===== config.mk =====
export PLATFORM = sky130hd
export DESIGN_NAME = ldm_top
export DESIGN_NICKNAME = d
export VERILOG_FILES = /design/src/logic/ldm_chan.v /design/src/logic/ldm_tmr.v /design/src/logic/ldm_top.v
export VERILOG_INCLUDE_DIRS = /design/src /design/src/inc
export SDC_FILE = /design/constraint.sdc
export NUM_CORES = 1
export LEC_CHECK = 0
export CORE_ASPECT_RATIO = 1.5
export CORE_MARGIN = 5
export CORE_UTILIZATION = 69
export DETAILED_ROUTE_END_ITERATION = 10
export DONT_BUFFER_PORTS = 1
export GPL_TIMING_DRIVEN = 0
export HOLD_SLACK_MARGIN = 0.12
export PLACE_DENSITY = 0.85
export SLEW_MARGIN = 20
export SYNTH_ARGS = -nofsm -noshare
export SYNTH_HDL_FRONTEND = slang
export SYNTH_SLANG_ARGS = --single-unit

===== constraint.sdc =====
create_clock -name pclk -period 5.4 [get_ports pclk]
set_clock_uncertainty 0.05 [all_clocks]
set_input_delay 0.27 -clock pclk [delete_from_list [all_inputs] [get_ports pclk]]
set_output_delay 0.27 -clock pclk [all_outputs]
set_load 0.01 [all_outputs]

===== src/inc/ldm_map.vh =====
// Function
// - supply below reset level: reset, outputs high impedance, pull-up on
// - rising supply enters init, sets error bit 0, loads defaults
// - init samples configuration; valid goes normal, faulty goes sleep
// - init: transceiver off, outputs high impedance, bounded by init time
// - bus idle past timeout sends normal or undervoltage mode to sleep
// - go-to-sleep command in normal switches drivers off and enters sleep
// - sleep keeps drivers off, waits for wake, keeps error bits
// - dominant bus for wake minimum then recessive moves sleep to init
// - transceiver active only in normal and global shutdown
// - channels four, eight: overtemperature or overcurrent ORed, 01000b
// - overtemperature on four or eight latches driver off and fault bits
// - commanding a latched driver off clears latch, status and fault bit
// - global shutdown forces application fault bit 3 low
// - overcurrent longer than filter delay latches that driver off
// - overcurrent on other channels shows only in channel status
// - global overtemperature: drivers off, transceiver kept, bit 2 set
// - global shutdown ends on cooling; bit 2 is not latched
// - undervoltage: transceiver off, drivers kept, rise level ends it
// - protocol errors use a three-bit error field
// - byte 1 carries error bits and fault field; bytes 4 to 8 zero
// - bytes 2 and 3 carry two-bit channel status, lowest channel lowest
// - output control frame sets all outputs of the node at once
// - re-initialization request applies to the whole virtual node
// - status codes: 00 open load, 01 off, 10 on, 11 latched
// - a response carrying the error field clears it after transmission
// - error codes by priority, highest pending code wins
// - targeted reset turns outputs off and sets error field to 001
`ifndef LDM_MAP_VH
`define LDM_MAP_VH

// ****************************************
// register offsets
// ****************************************
`define LDM_OFS_CTRL 8'h00
`define LDM_OFS_STAT 8'h04
`define LDM_OFS_CHST 8'h08
`define LDM_OFS_RESP 8'h0C
`define LDM_OFS_RESP_HI 8'h10

// ****************************************
// control fields
// ****************************************
`define LDM_CTRL_SLEEP_BIT 8
`define LDM_CTRL_TRST_BIT 9
`define LDM_CMD_RST 8'h00
`define LDM_ERR_RST 3'h1
`define LDM_ERR_NONE 3'h0

// ****************************************
// modes and channel status codes
// ****************************************
`define LDM_M_POR 3'h0
`define LDM_M_INIT 3'h1
`define LDM_M_NORM 3'h2
`define LDM_M_SLEEP 3'h3
`define LDM_M_UV 3'h4
`define LDM_M_GTSD 3'h5
`define LDM_ST_OPEN 2'h0
`define LDM_ST_OFF 2'h1
`define LDM_ST_ON 2'h2
`define LDM_ST_LATCH 2'h3

// ****************************************
// timing
// ****************************************
`define LDM_CLK_MHZ 100
`define LDM_T_INIT_US 100
`define LDM_T_IDLE_MS 4
`define LDM_T_WAKE_US 150
`define LDM_T_OC_US 15
`define LDM_INIT_CYC (`LDM_T_INIT_US * `LDM_CLK_MHZ)
`define LDM_IDLE_CYC (`LDM_T_IDLE_MS * 1000 * `LDM_CLK_MHZ)
`define LDM_WAKE_CYC (`LDM_T_WAKE_US * `LDM_CLK_MHZ)
`define LDM_OC_CYC (`LDM_T_OC_US * `LDM_CLK_MHZ)

`endif


===== src/logic/ldm_chan.v =====
`timescale 1ns/10ps
`include "ldm_map.vh"
module ldm_chan #(
  parameter [31:0] OC_CYC = `LDM_OC_CYC
) (
  // clock and reset
  input wire pclk,
  input wire presetn,
  // mode
  input wire clr,
  input wire run,
  // command
  input wire cmd_on,
  input wire cmd_wr,
  // fault sensors
  input wire oc_det,
  input wire lot_det,
  input wire ol_det,
  // results
  output reg drv_on_reg,
  output reg latch_reg,
  output reg [1:0] status_reg
);
  wire oc_long;
  wire trip;
  reg latch_next;
  reg [1:0] status_next;

  ldm_tmr #(.TERM(OC_CYC)) u_oc (
    .pclk(pclk),
    .presetn(presetn),
    .run(oc_det && drv_on_reg),
    .done(oc_long)
  );

  assign trip = drv_on_reg && (oc_long || lot_det);

  always @*
  begin
    latch_next = latch_reg;
    if (clr)
      latch_next = 1'b0;
    else
    begin
      if (cmd_wr && !cmd_on)
        latch_next = 1'b0;
      if (trip)
        latch_next = 1'b1;
    end
    // a latched driver reads 11 even while shut down globally
    if (latch_next)
      status_next = `LDM_ST_LATCH;
    else if (run && cmd_on)
      status_next = `LDM_ST_ON;
    else if (ol_det)
      status_next = `LDM_ST_OPEN;
    else
      status_next = `LDM_ST_OFF;
  end

  always @(posedge pclk or negedge presetn)
  begin
    if (!presetn)
    begin
      latch_reg <= 1'b0;
      drv_on_reg <= 1'b0;
      status_reg <= `LDM_ST_OFF;
    end
    else
    begin
      latch_reg <= latch_next;
      drv_on_reg <= run && cmd_on && !latch_next && !clr;
      status_reg <= status_next;
    end
  end
endmodule


===== src/logic/ldm_tmr.v =====
`timescale 1ns/10ps
`include "ldm_map.vh"
module ldm_tmr #(
  parameter [31:0] TERM = 32'h0000_0001
) (
  // clock and reset
  input wire pclk,
  input wire presetn,
  // control
  input wire run,
  // result
  output wire done
);
  reg [31:0] cnt_reg;
  reg [31:0] cnt_next;

  // counter restarts whenever run drops
  always @*
  begin
    cnt_next = cnt_reg;
    if (!run)
      cnt_next = 32'h0000_0000;
    else if (cnt_reg != TERM)
      cnt_next = cnt_reg + 32'h0000_0001;
  end

  always @(posedge pclk or negedge presetn)
  begin
    if (!presetn)
      cnt_reg <= 32'h0000_0000;
    else
      cnt_reg <= cnt_next;
  end

  assign done = run && (cnt_reg == TERM);
endmodule


===== src/logic/ldm_top.v =====
`timescale 1ns/10ps
`include "ldm_map.vh"
module ldm_top #(
  parameter [31:0] INIT_CYC = `LDM_INIT_CYC,
  parameter [31:0] IDLE_CYC = `LDM_IDLE_CYC,
  parameter [31:0] WAKE_CYC = `LDM_WAKE_CYC
) (
  // apb slave
  input wire pclk,
  input wire presetn,
  input wire psel,
  input wire penable,
  input wire pwrite,
  input wire [7:0] paddr,
  input wire [31:0] pwdata,
  output reg [31:0] prdata,
  output wire pready,
  output reg pslverr,
  // supply and temperature comparators
  input wire supply_por_ok,
  input wire supply_uv_low,
  input wire supply_uv_high,
  input wire gtsd_hot,
  input wire gtsd_cool,
  // configuration reader
  input wire cfg_ready,
  input wire cfg_valid,
  // lin transceiver
  input wire lin_rx,
  output wire lin_trx_en,
  output wire lin_pullup_en,
  output wire lin_wake_en,
  // protocol error reports
  input wire perr_stb,
  input wire [2:0] perr_code,
  // drivers
  input wire [7:0] oc_det,
  input wire [1:0] lot_det,
  input wire [1:0] ol_det,
  output wire [7:0] driver_output,
  output wire driver_hiz,
  output wire [2:0] mode
);

  // ****************************************
  // apb decode
  // ****************************************
  function known;
    input [7:0] a;
    begin
      known = (a == `LDM_OFS_CTRL) || (a == `LDM_OFS_STAT) ||
              (a == `LDM_OFS_CHST) || (a == `LDM_OFS_RESP) ||
              (a == `LDM_OFS_RESP_HI);
    end
  endfunction

  wire setup;
  wire acc_wr;
  wire acc_rd;
  wire ctrl_wr;
  wire rsp_rd;

  // zero wait states: every access completes in its first access cycle
  assign pready = 1'b1;
  assign setup = psel && !penable;
  assign acc_wr = psel && penable && pwrite && known(paddr);
  assign acc_rd = psel && penable && !pwrite;
  assign ctrl_wr = acc_wr && (paddr == `LDM_OFS_CTRL);
  assign rsp_rd = acc_rd && (paddr == `LDM_OFS_RESP);

  // ****************************************
  // state
  // ****************************************
  reg [2:0] mode_reg;
  reg [2:0] mode_next;
  reg [7:0] cmd_reg;
  reg [7:0] cmd_next;
  reg [2:0] err_reg;
  reg [2:0] err_next;
  reg rx_reg;
  reg wake_arm_reg;
  reg cmd_wr;

  wire rx_fall;
  wire init_to;
  wire idle_to;
  wire wake_ok;
  wire go_sleep;
  wire tgt_rst;
  wire [7:0] latch;
  wire [15:0] chst;
  wire [4:0] app;
  wire [7:0] byte1;
  wire run;
  wire in_norm;
  wire in_sleep;

  assign in_norm = (mode_reg == `LDM_M_NORM);
  assign in_sleep = (mode_reg == `LDM_M_SLEEP);
  assign rx_fall = rx_reg && !lin_rx;
  assign go_sleep = ctrl_wr && pwdata[`LDM_CTRL_SLEEP_BIT] && in_norm;
  // the reset request reaches every device of the node alike
  assign tgt_rst = ctrl_wr && pwdata[`LDM_CTRL_TRST_BIT] &&
                   (in_norm || mode_reg == `LDM_M_GTSD);

  // ****************************************
  // timers
  // ****************************************
  ldm_tmr #(.TERM(INIT_CYC)) u_init (
    .pclk(pclk),
    .presetn(presetn),
    .run(mode_reg == `LDM_M_INIT),
    .done(init_to)
  );

  // idle counter also runs in undervoltage; any falling edge restarts it
  ldm_tmr #(.TERM(IDLE_CYC)) u_idle (
    .pclk(pclk),
    .presetn(presetn),
    .run((in_norm || mode_reg == `LDM_M_UV) && !rx_fall),
    .done(idle_to)
  );

  ldm_tmr #(.TERM(WAKE_CYC)) u_wake (
    .pclk(pclk),
    .presetn(presetn),
    .run(in_sleep && !lin_rx),
    .done(wake_ok)
  );

  // ****************************************
  // mode sequencer
  // ****************************************
  always @*
  begin
    mode_next = mode_reg;
    if (!supply_por_ok)
      mode_next = `LDM_M_POR;
    else
    begin
      case (mode_reg)
        `LDM_M_POR:
          mode_next = `LDM_M_INIT;
        `LDM_M_INIT:
        begin
          // a reader that never answers counts as a faulty strap
          if (cfg_ready)
            mode_next = cfg_valid ? `LDM_M_NORM : `LDM_M_SLEEP;
          else if (init_to)
            mode_next = `LDM_M_SLEEP;
        end
        `LDM_M_NORM:
        begin
          if (go_sleep || idle_to)
            mode_next = `LDM_M_SLEEP;
          else if (supply_uv_low)
            mode_next = `LDM_M_UV;
          else if (gtsd_hot)
            mode_next = `LDM_M_GTSD;
        end
        `LDM_M_UV:
        begin
          if (idle_to)
            mode_next = `LDM_M_SLEEP;
          else if (supply_uv_high)
            mode_next = `LDM_M_NORM;
        end
        `LDM_M_GTSD:
        begin
          if (gtsd_cool)
            mode_next = `LDM_M_NORM;
        end
        `LDM_M_SLEEP:
        begin
          if (wake_arm_reg && lin_rx)
            mode_next = `LDM_M_INIT;
        end
        default:
          mode_next = `LDM_M_POR;
      endcase
    end
  end

  // ****************************************
  // output command and error field
  // ****************************************
  always @*
  begin
    cmd_next = cmd_reg;
    cmd_wr = 1'b0;
    if (mode_reg == `LDM_M_POR)
      cmd_next = `LDM_CMD_RST;
    else if (tgt_rst || go_sleep || mode_next == `LDM_M_SLEEP)
    begin
      cmd_next = `LDM_CMD_RST;
      cmd_wr = 1'b1;
    end
    else if (ctrl_wr)
    begin
      // one write sets all eight outputs together
      cmd_next = pwdata[7:0];
      cmd_wr = 1'b1;
    end
  end

  // sleep leaves the field alone; only power-up and a targeted reset reload it
  always @*
  begin
    err_next = err_reg;
    if (mode_reg == `LDM_M_POR && mode_next == `LDM_M_INIT)
      err_next = `LDM_ERR_RST;
    else
    begin
      if (rsp_rd)
        err_next = `LDM_ERR_NONE;
      if (tgt_rst)
        err_next = `LDM_ERR_RST;
      // a report in the clearing cycle survives the clear
      if (perr_stb && perr_code > err_next)
        err_next = perr_code;
    end
  end

  always @(posedge pclk or negedge presetn)
  begin
    if (!presetn)
    begin
      mode_reg <= `LDM_M_POR;
      cmd_reg <= `LDM_CMD_RST;
      err_reg <= `LDM_ERR_NONE;
      rx_reg <= 1'b1;
      wake_arm_reg <= 1'b0;
    end
    else
    begin
      mode_reg <= mode_next;
      cmd_reg <= cmd_next;
      err_reg <= err_next;
      rx_reg <= lin_rx;
      if (!in_sleep)
        wake_arm_reg <= 1'b0;
      else if (wake_ok)
        wake_arm_reg <= 1'b1;
    end
  end

  // ****************************************
  // channels
  // ****************************************
  // undervoltage keeps drivers as they were; outside normal and undervoltage they stop
  assign run = in_norm || (mode_reg == `LDM_M_UV);

  genvar gi;
  generate
    for (gi = 0; gi < 8; gi = gi + 1)
    begin : g_ch
      wire lot;
      wire ol;
      if (gi == 3 || gi == 7)
      begin : g_hot
        assign lot = lot_det[gi / 4];
        assign ol = ol_det[gi / 4];
      end
      else
      begin : g_plain
        assign lot = 1'b0;
        assign ol = 1'b0;
      end
      ldm_chan u_ch (
        .pclk(pclk),
        .presetn(presetn),
        .clr(mode_reg == `LDM_M_POR),
        .run(run),
        .cmd_on(cmd_next[gi]),
        .cmd_wr(cmd_wr),
        .oc_det(oc_det[gi]),
        .lot_det(lot),
        .ol_det(ol),
        .drv_on_reg(driver_output[gi]),
        .latch_reg(latch[gi]),
        .status_reg(chst[2 * gi + 1:2 * gi])
      );
    end
  endgenerate

  // ****************************************
  // status fields
  // ****************************************
  // faults of channels 1-3 and 5-7 never reach the field
  assign app[4] = 1'b0;
  assign app[3] = (latch[3] | latch[7]) &
                  (mode_reg != `LDM_M_GTSD);
  assign app[2] = (mode_reg == `LDM_M_GTSD);
  assign app[1:0] = 2'b00;
  assign byte1 = {err_reg, app};

  // ****************************************
  // pins
  // ****************************************
  assign mode = mode_reg;
  assign driver_hiz = (mode_reg == `LDM_M_POR) ||
                      (mode_reg == `LDM_M_INIT);
  assign lin_trx_en = in_norm || (mode_reg == `LDM_M_GTSD);
  assign lin_pullup_en = driver_hiz;
  assign lin_wake_en = in_sleep;

  // ****************************************
  // apb read data
  // ****************************************
  // read data is captured in setup so the access cycle sees a flop
  always @(posedge pclk or negedge presetn)
  begin
    if (!presetn)
    begin
      prdata <= 32'h0000_0000;
      pslverr <= 1'b0;
    end
    else if (setup)
    begin
      pslverr <= !known(paddr);
      case (paddr)
        `LDM_OFS_CTRL:
          prdata <= {24'h00_0000, cmd_reg};
        `LDM_OFS_STAT:
          prdata <= {19'h0_0000, app, 1'b0, err_reg, 1'b0, mode_reg};
        `LDM_OFS_CHST:
          prdata <= {16'h0000, chst};
        `LDM_OFS_RESP:
          prdata <= {8'h00, chst[15:8], chst[7:0], byte1};
        `LDM_OFS_RESP_HI:
          prdata <= 32'h0000_0000;
        default:
          prdata <= 32'h0000_0000;
      endcase
    end
    else if (!psel)
      pslverr <= 1'b0;
  end
endmodule


# Word-level counts from Yosys, hierarchy flattened
# Index checks and enable logic that the tools add are counted.
word_totals:
  reg_bits: 433
  in_bits: 69
  wordCells: 307
classes:
  n_addsub: 11
  n_lt_le_gt_ge: 1
  eq_ne: 47
  n_mux: 92
  bitwise: 2
  reduce_logical: 112
ops:
  columns: ["cell", "n"]
  rows:
  - ["2-to-1 mux 32 bit", 22]
  - ["adder 32 x 1 -> 32 bit (second input constant)", 11]
  - ["equality test 32 x 11 -> 1 bit (second input constant)", 8]
  - ["inequality test 32 x 11 -> 1 bit (second input constant)", 8]
  - ["case mux 24 bit (4 select lines)", 1]
  - ["logical AND 1 bit", 76]
  - ["equality test 32 x 14 -> 1 bit (second input constant)", 2]
  - ["inequality test 32 x 14 -> 1 bit (second input constant)", 2]
  - ["2-to-1 mux 3 bit", 15]
  - ["2-to-1 mux 1 bit", 34]
  - ["equality test 32 x 19 -> 1 bit (second input constant)", 1]
  - ["2-to-1 mux 2 bit", 16]
  - ["inequality test 32 x 19 -> 1 bit (second input constant)", 1]
  - ["2-to-1 mux 8 bit", 3]
  - ["logical NOT 1 bit", 22]
  - ["inequality test 2 x 1 -> 1 bit (second input constant)", 10]
  - ["case mux 3 bit (6 select lines)", 1]
  - ["equality test 8 x 4 -> 1 bit (second input constant)", 2]
  - ["logical OR 1 bit", 12]
  - ["equality test 3 x 2 -> 1 bit (second input constant)", 3]
  - ["equality test 8 x 3 -> 1 bit (second input constant)", 1]
  - ["equality test 8 x 5 -> 1 bit (second input constant)", 1]
  - ["logical NOT 8 bit", 1]
  - ["equality test 3 x 1 -> 1 bit (second input constant)", 2]
  - ["other kinds (7)", 10]

# Logic depth before layout (Yosys ltp)
depth:
  depth_word: 25
  ltp_mapped: 12

# Modules after synthesis
# Synthesis repeated with hierarchy kept, for this count alone.
unflattened:
  hier_cells: 2501
  hier_area_um2: 24219.5
by_module_without_submodules:
  columns: ["module", "n_inst", "cells_per_inst", "area_per_inst_um2", "seq_area_each_um2"]
  rows:
  - ["ldm_tmr at g_ch[0].u_ch.u_oc ...", 8, 193, 1834.3, 800.8]
  - ["ldm_top", 1, 248, 2371.0, 1027.2]
  - ["ldm_tmr at u_idle", 1, 189, 1859.3, 800.8]
  - ["ldm_tmr at u_wake", 1, 194, 1819.2, 800.8]
  - ["ldm_tmr at u_init", 1, 190, 1784.2, 800.8]
  - ["ldm_chan", 8, 17, 214.0, 101.3]

# Least setup slack after synthesis
# No wires, ideal clock.
synth_timing:
  path_kind: "input to register"
  start: "in paddr[1]"
  end: "reg err_reg[0]"
  setup_time_ps: 149
  arrival_time_ps: 2470
  required_time_ps: 5201
  setup_slack_ps: 2732
  path_stages: 10
  cell_sequence: "or4_1 > nor4_1 > nand2_1 > a32o_1 > ha_1 > nand3_1 > nand2_1 > a21oi_1 > mux2i_1 > o21ai_0"
synth_between:
  elab_chain_len: 16
  elab_cells_between_ends: 29
  classes_between: "order compare (1); eq/ne (5); mux (8); reduce/logical (15)"
synth_lines:
  columns: ["element", "line", "rtl"]
  rows:
  - ["start: declaration", "ldm_top.v:14", "input wire [7:0] paddr,"]
  - ["equality test 8 x 3 -> 1 bit / logical NOT 8 bit (equally long branches)", null, null]
  - ["logical OR 1 bit (4 in a row)", "ldm_top.v:51", "known = (a == `LDM_OFS_CTRL) || (a == `LDM_OFS_STAT) ||"]
  - ["logical AND 1 bit", "ldm_top.v:66", "assign acc_wr = psel && penable && pwrite && known(paddr);"]
  - ["logical AND 1 bit", "ldm_top.v:68", "assign ctrl_wr = acc_wr && (paddr == `LDM_OFS_CTRL);"]
  - ["logical AND 1 bit (2 in a row)", "ldm_top.v:101", "assign go_sleep = ctrl_wr && pwdata[`LDM_CTRL_SLEEP_BIT] && in_norm;"]
  - ["logical OR 1 bit", "ldm_top.v:154", "if (go_sleep || idle_to)"]
  - ["2-to-1 mux 3 bit", "ldm_top.v:154", null]
  - ["case mux 3 bit (6 select lines)", "ldm_top.v:141", "case (mode_reg)"]
  - ["2-to-1 mux 3 bit", "ldm_top.v:137", "if (!supply_por_ok)"]
  - ["equality test 3 x 1 -> 1 bit (no line)", null, null]
  - ["logical AND 1 bit (no line)", null, null]
  - ["2-to-1 mux 3 bit *", "ldm_top.v:210", "if (mode_reg == `LDM_M_POR && mode_next == `LDM_M_INIT)"]
  - ["via err_next[0]", "ldm_top.v:79", "reg [2:0] err_next;"]
  - ["end signal: assignment", "ldm_top.v:230", "err_reg <= `LDM_ERR_NONE;"]
  - ["end signal: assignment", "ldm_top.v:238", "err_reg <= err_next;"]
  - ["end: declaration", "ldm_top.v:78", "reg [2:0] err_reg;"]
# The timed path passes the listed nets; every way through them passes the cells marked *. The select of a mux whose other input is x is not followed.
# A chain may end at the register's enable or synchronous reset.

# Worst setup path in the final report
layout_timing:
  start: "reg mode_reg[1] (netlist: mode[1])"
  end: "reg err_reg[1]"
layout_between:
  elab_cells_between_ends: 33
  classes_between: "order compare (1); eq/ne (6); mux (15); reduce/logical (11)"
layout_lines:
  columns: ["element", "line", "rtl"]
  rows:
  - ["start: declaration", "ldm_top.v:74", "reg [2:0] mode_reg;"]
  - ["start signal: assignment", "ldm_top.v:228", "mode_reg <= `LDM_M_POR;"]
  - ["start signal: assignment", "ldm_top.v:236", "mode_reg <= mode_next;"]
  - ["equality test 3 x 2 -> 1 bit / equality test 3 bit (equally long branches)", null, null]
  - ["logical OR 1 bit *", null, null]
  - ["via lin_trx_en", "ldm_top.v:30", "output wire lin_trx_en,"]
  - ["logical AND 1 bit *", "ldm_top.v:103", "assign tgt_rst = ctrl_wr && pwdata[`LDM_CTRL_TRST_BIT] &&"]
  - ["2-to-1 mux 3 bit *", "ldm_top.v:216", "if (tgt_rst)"]
  - ["2-to-1 mux 3 bit *", "ldm_top.v:210", null]
  - ["greater-than comparator 3 bit", "ldm_top.v:219", "if (perr_stb && perr_code > err_next)"]
  - ["logical AND 1 bit", "ldm_top.v:219", null]
  - ["2-to-1 mux 3 bit *", "ldm_top.v:219", null]
  - ["2-to-1 mux 3 bit *", "ldm_top.v:210", null]
  - ["via err_next[1]", "ldm_top.v:79", null]
# Marked as above.

==> metrics.log <==
[metrics] run status: finished with violations
[metrics] violations in the final reports: negative hold slack
[metrics] most frequent cell after synthesis: sky130_fd_sc_hd__dfrtp_1
[metrics] GR peak layer: met2
[metrics] antenna violations before repair: 5
[metrics] flop and latch count out of synthesis: between 400 and 500
[metrics] number of hold-repair buffers added at the cts stage: between 40 and 50
[metrics] fillers: 2024
[metrics] clock slew at reported path FFs: roughly 0.070 ns
[metrics] final critical-path required period: roughly 4.3 ns
[metrics] maximum clock insertion buffer count: 3
[metrics] post-placement cell area: between 0.02 and 0.025 mm2
[metrics] count of non-filler cells in the finished layout: between 2000 and 3000
[metrics] drt wl/cell: 18.1 um
[metrics] Std-Cell Rows: 79
[metrics] cell-by-cell listing of the critical path: clkbuf_1 -> nand3b_1 -> nand2_1 -> a32oi_1 -> nand2_1 -> ha_1 -> nor2b_1 -> o21ai_0 -> a21oi_1 -> nand2_1 -> dlygate4sd3_1 -> a21oi_1 -> dlygate4sd3_1
[metrics] clock latency on the worst-skew pair: 0.56 ns
[metrics] unrepaired setup endpoints after global routing: no
[metrics] # setup viols final: 0
[metrics] die height: 227 um
[metrics] global-route usage over all layers: 29.6%
[metrics] Post-synth ARST share: 100%
[metrics] Switching Fraction: around 22%
[metrics] Total Routed Length: about 52000 um
[metrics] CTS tree: built
[metrics] area fraction of the dominant cell type after synthesis: between 40% and 50%
[metrics] Worst-Margin Slew: between 1 and 1.5 ns
[metrics] Via-to-Cell Ratio: a little over 6
[metrics] post-synthesis share of cell area spent on and, or, nand and nor gates: roughly 28%
[metrics] number of flip-flops in the largest register: between 200 and 300
[metrics] main combinational cell family by area after synthesis: simple AND/OR/NAND/NOR gates
[metrics] length of the first detailed-routing pass in iterations: 6
[metrics] Compound-Gate Fraction of Synth Area: roughly 5.6%
[metrics] met3 track demand over resource in global routing: under 10%
[metrics] root buffer selected by CTS: sky130_fd_sc_hd__clkbuf_16
[metrics] nature of the critical path endpoint: flop
[metrics] fraction of synthesized cell area in xor and xnor cells: between 10% and 20%
[metrics] largest cells by area after synthesis: sky130_fd_sc_hd__dfrtp_1, sky130_fd_sc_hd__nor2_1, sky130_fd_sc_hd__xor2_1, sky130_fd_sc_hd__xnor2_1, sky130_fd_sc_hd__nand2_1
[metrics] Comb pwr share: around 3.7%
[metrics] Pwr per Cell Area: 272 mW/mm2
[metrics] net load switching power: 1440 uW
[metrics] standard cell with the maximum stage delay on the critical path: sky130_fd_sc_hd__dfrtp_1
[metrics] part of the Yosys area used for sequential elements: roughly half
[metrics] cell area after layout: about 0.024 mm2
[metrics] count of buffers from port buffering: 0
[metrics] class of the worst hold path: primary input to asynchronous set/reset pin
[metrics] CTS sink cnt: about 430
[metrics] floorplan core area: between 0.03 and 0.04 mm2
[metrics] met1 usage: a little over a third
[metrics] Reg power frac: between 40% and 50%
[metrics] cell area after synthesis: about 0.022 mm2
[metrics] detailed placement HPWL: ~35000 um
[metrics] Initial Utilization: approximately 70%
[metrics] adder-cell share of the synthesized area: around 1.4%
[metrics] DIE AREA: approximately 0.035 mm2
[metrics] Synth Flop Type: sky130_fd_sc_hd__dfrtp_1
[metrics] number of pins with negative max-slew slack in the final report: 0
[metrics] Max-Cap Viols: 0
[metrics] Mapped Cells: about 2300
[metrics] GRT overflow: 0
[metrics] Max Clk Rate: 0.234 GHz
[metrics] Worst Setup Start Kind: flop
[metrics] maximum number of pins on one net before global-route repair: 426
[metrics] die extent in x: 155 um
[metrics] number of design-rule violations left by the first detailed-router iteration: around 1400
[metrics] Routability Congestion: 0.892
[metrics] clock group share of total power: 47.3%
[metrics] Pint: 5140 uW
[metrics] total negative setup slack: 0 ns
[metrics] number of synthesized flops with an enable pin: 0
[metrics] global-route wire length before repair: about 87000 um
[metrics] worst slew slack as a fraction of its limit: between 15 and 20%
[metrics] routed via count: around 18000
[metrics] ratio of cells with drive above 1 in the final layout: between 5 and 6%
[metrics] clock buffers created by TritonCTS: 42
[metrics] highest ir drop seen on vdd: 272 uV
[metrics] Placed Instances: about 2700
[metrics] area growth from synthesis to final layout: 11.4%
[metrics] most numerous cell types in the synthesized netlist: sky130_fd_sc_hd__dfrtp_1, sky130_fd_sc_hd__nor2_1, sky130_fd_sc_hd__nand2_1
[metrics] DRC violation count after routing: 0
[metrics] synthesized area per cell: roughly 9.4 um2
[metrics] via count of the first global-routing pass: roughly 18000
[metrics] Hold WS: -0.634 ns
[metrics] total of warnings raised by yosys: 0
[metrics] number of buffers inserted to repair setup after CTS: 0
[metrics] highest cell delay on the worst timing path: between 0.5 and 0.6 ns
[metrics] Gates resized, CTS repair: 0
[metrics] final period utilization: between 70% and 80%
[metrics] WP data arrival: 4.72 ns
[metrics] final number of hold-violating endpoints: between 400 and 500
[metrics] leak pwr: approximately 0.0095 uW
[metrics] number of ports placed on the die boundary: roughly 120
[metrics] H-tree level count: 2
[metrics] Final nets: roughly 2500
[metrics] Yosys top cell by area: sky130_fd_sc_hd__dfrtp_1
[metrics] Crit path required time: approximately 5.8 ns
[metrics] overall power consumption: roughly 6600 uW
[metrics] kind of critical path: flop to flop
[metrics] Critical Path Fanout Max: 10
[metrics] post-route antenna net violation count: 0
[metrics] number of distinct library cells after synthesis: 72
[metrics] met2 layer usage reported by global route: between 50% and 60%
[metrics] Crit path top cell by count: sky130_fd_sc_hd__nand2_1
[metrics] multiplexer share of the synthesized area: under 10%
[placed cells by master (no fill, tap or decap), types with 11 or more instances in the layout]
| cell | netlist | final |
|---|---|---|
| sky130_fd_sc_hd__nand2_1 | 191 | 191 |
| sky130_fd_sc_hd__and2_1 | 15 | 15 |
| sky130_fd_sc_hd__dfrtp_1 | 416 | 416 |
| sky130_fd_sc_hd__o211ai_1 | 11 | 11 |
| sky130_fd_sc_hd__buf_4 | 20 | 20 |
| sky130_fd_sc_hd__nor4_1 | 75 | 72 |
| sky130_fd_sc_hd__nor3_1 | 61 | 61 |
| sky130_fd_sc_hd__a21oi_1 | 66 | 66 |
| sky130_fd_sc_hd__inv_1 | 70 | 70 |
| sky130_fd_sc_hd__o21ai_0 | 81 | 81 |
| sky130_fd_sc_hd__mux2i_1 | 29 | 29 |
| sky130_fd_sc_hd__nand4_1 | 92 | 92 |
| sky130_fd_sc_hd__clkbuf_16 | 0 | 43 |
| sky130_fd_sc_hd__and3_1 | 48 | 48 |
| sky130_fd_sc_hd__dlygate4sd3_1 | 0 | 44 |
| sky130_fd_sc_hd__or3_1 | 55 | 55 |
| sky130_fd_sc_hd__and4_1 | 28 | 28 |
| sky130_fd_sc_hd__xnor2_1 | 136 | 136 |
| sky130_fd_sc_hd__clkbuf_1 | 57 | 62 |
| sky130_fd_sc_hd__nand3_1 | 136 | 136 |
| sky130_fd_sc_hd__ha_1 | 25 | 25 |
| sky130_fd_sc_hd__nor2b_1 | 14 | 14 |
| sky130_fd_sc_hd__nor4b_1 | 25 | 25 |
| sky130_fd_sc_hd__nor2_1 | 398 | 398 |
| sky130_fd_sc_hd__xor2_1 | 156 | 156 |
[metal layers]
| layer | wire length (um) | vias up |
|---|---|---|
| met5 | 21 | - |
| met4 | 2050 | 4 |
| met2 | 26400 | 517 |
| met1 | 20300 | 8729 |
| li1 | - | 8259 |
| met3 | 3020 | 149 |
[path summary, 6_finish.rpt]
check	from	endpoint	slack (ns)	cells past startpoint
setup / recovery	mode[1]	err_reg[1]	1.12	13
hold / removal	presetn	u_wake.cnt_reg[13]	-0.63	0
setup reg to reg	mode[1]	err_reg[1]	1.12	13
hold reg to reg	g_ch[2].u_ch.latch_reg	g_ch[2].u_ch.drv_on_reg	0.40	1
max in group asynchronous	presetn	cmd_reg[6]	4.95	0
min in group pclk	paddr[4]	prdata[5]	0.19	3
[cell type report]
type / instances / area, um2 / share of cell area [%]
Antenna cell: 4 / 10.0 / 0.0413
Buffer: 86 / 414 / 1.71
Clock buffer: 57 / 1220 / 5.03
Clock inverter: 20 / 260 / 1.07
Inverter: 71 / 272 / 1.12
Multi-Input combinational cell: 1748 / 10400 / 43.1
Sequential cell: 425 / 10600 / 44.0
Tap cell: 405 / 507 / 2.09
Timing Repair Buffer: 44 / 440 / 1.82
[power groups by stage]
stage          Clock, uW  Combinational [uW]  Sequential (uW)
4_1_cts             3160                 236             3220
5_1_grt             3280                 267             3220
3_5_place_dp           0                 190             3280
2_1_floorplan          0                 144             3270
3_3_place_gp           0                 182             3280
6_report            3120                 246             3220
[worst max-delay path: cells and delay by family (launching register included)]
kind	cells	cell delay, ns
compound gates	4	0.94
fa+ha+maj	1	0.31
flops	1	0.58
buf+inv	3	1.56
simple gates	5	0.79
[per-stage QoR]
step           utilization [%]  setup slack (ns)
4_1_cts                   77.9              1.31
2_1_floorplan                -              2.73
6_report                  78.0              1.12
5_1_grt                   78.0             0.884
3_3_place_gp              71.7              2.33
3_5_place_dp              71.8              2.22
[cells by family after synthesis]
logic type / count (synthesis)
AND/OR/NAND/NOR: 1193
multiplexers: 30
adder cells (fa/ha/maj): 25
other: 2
AO/OA/AOI/OAI: 199
XOR/XNOR: 292
buffers and inverters: 157
flip-flops: 425
(Power assumes the default switching activity.)
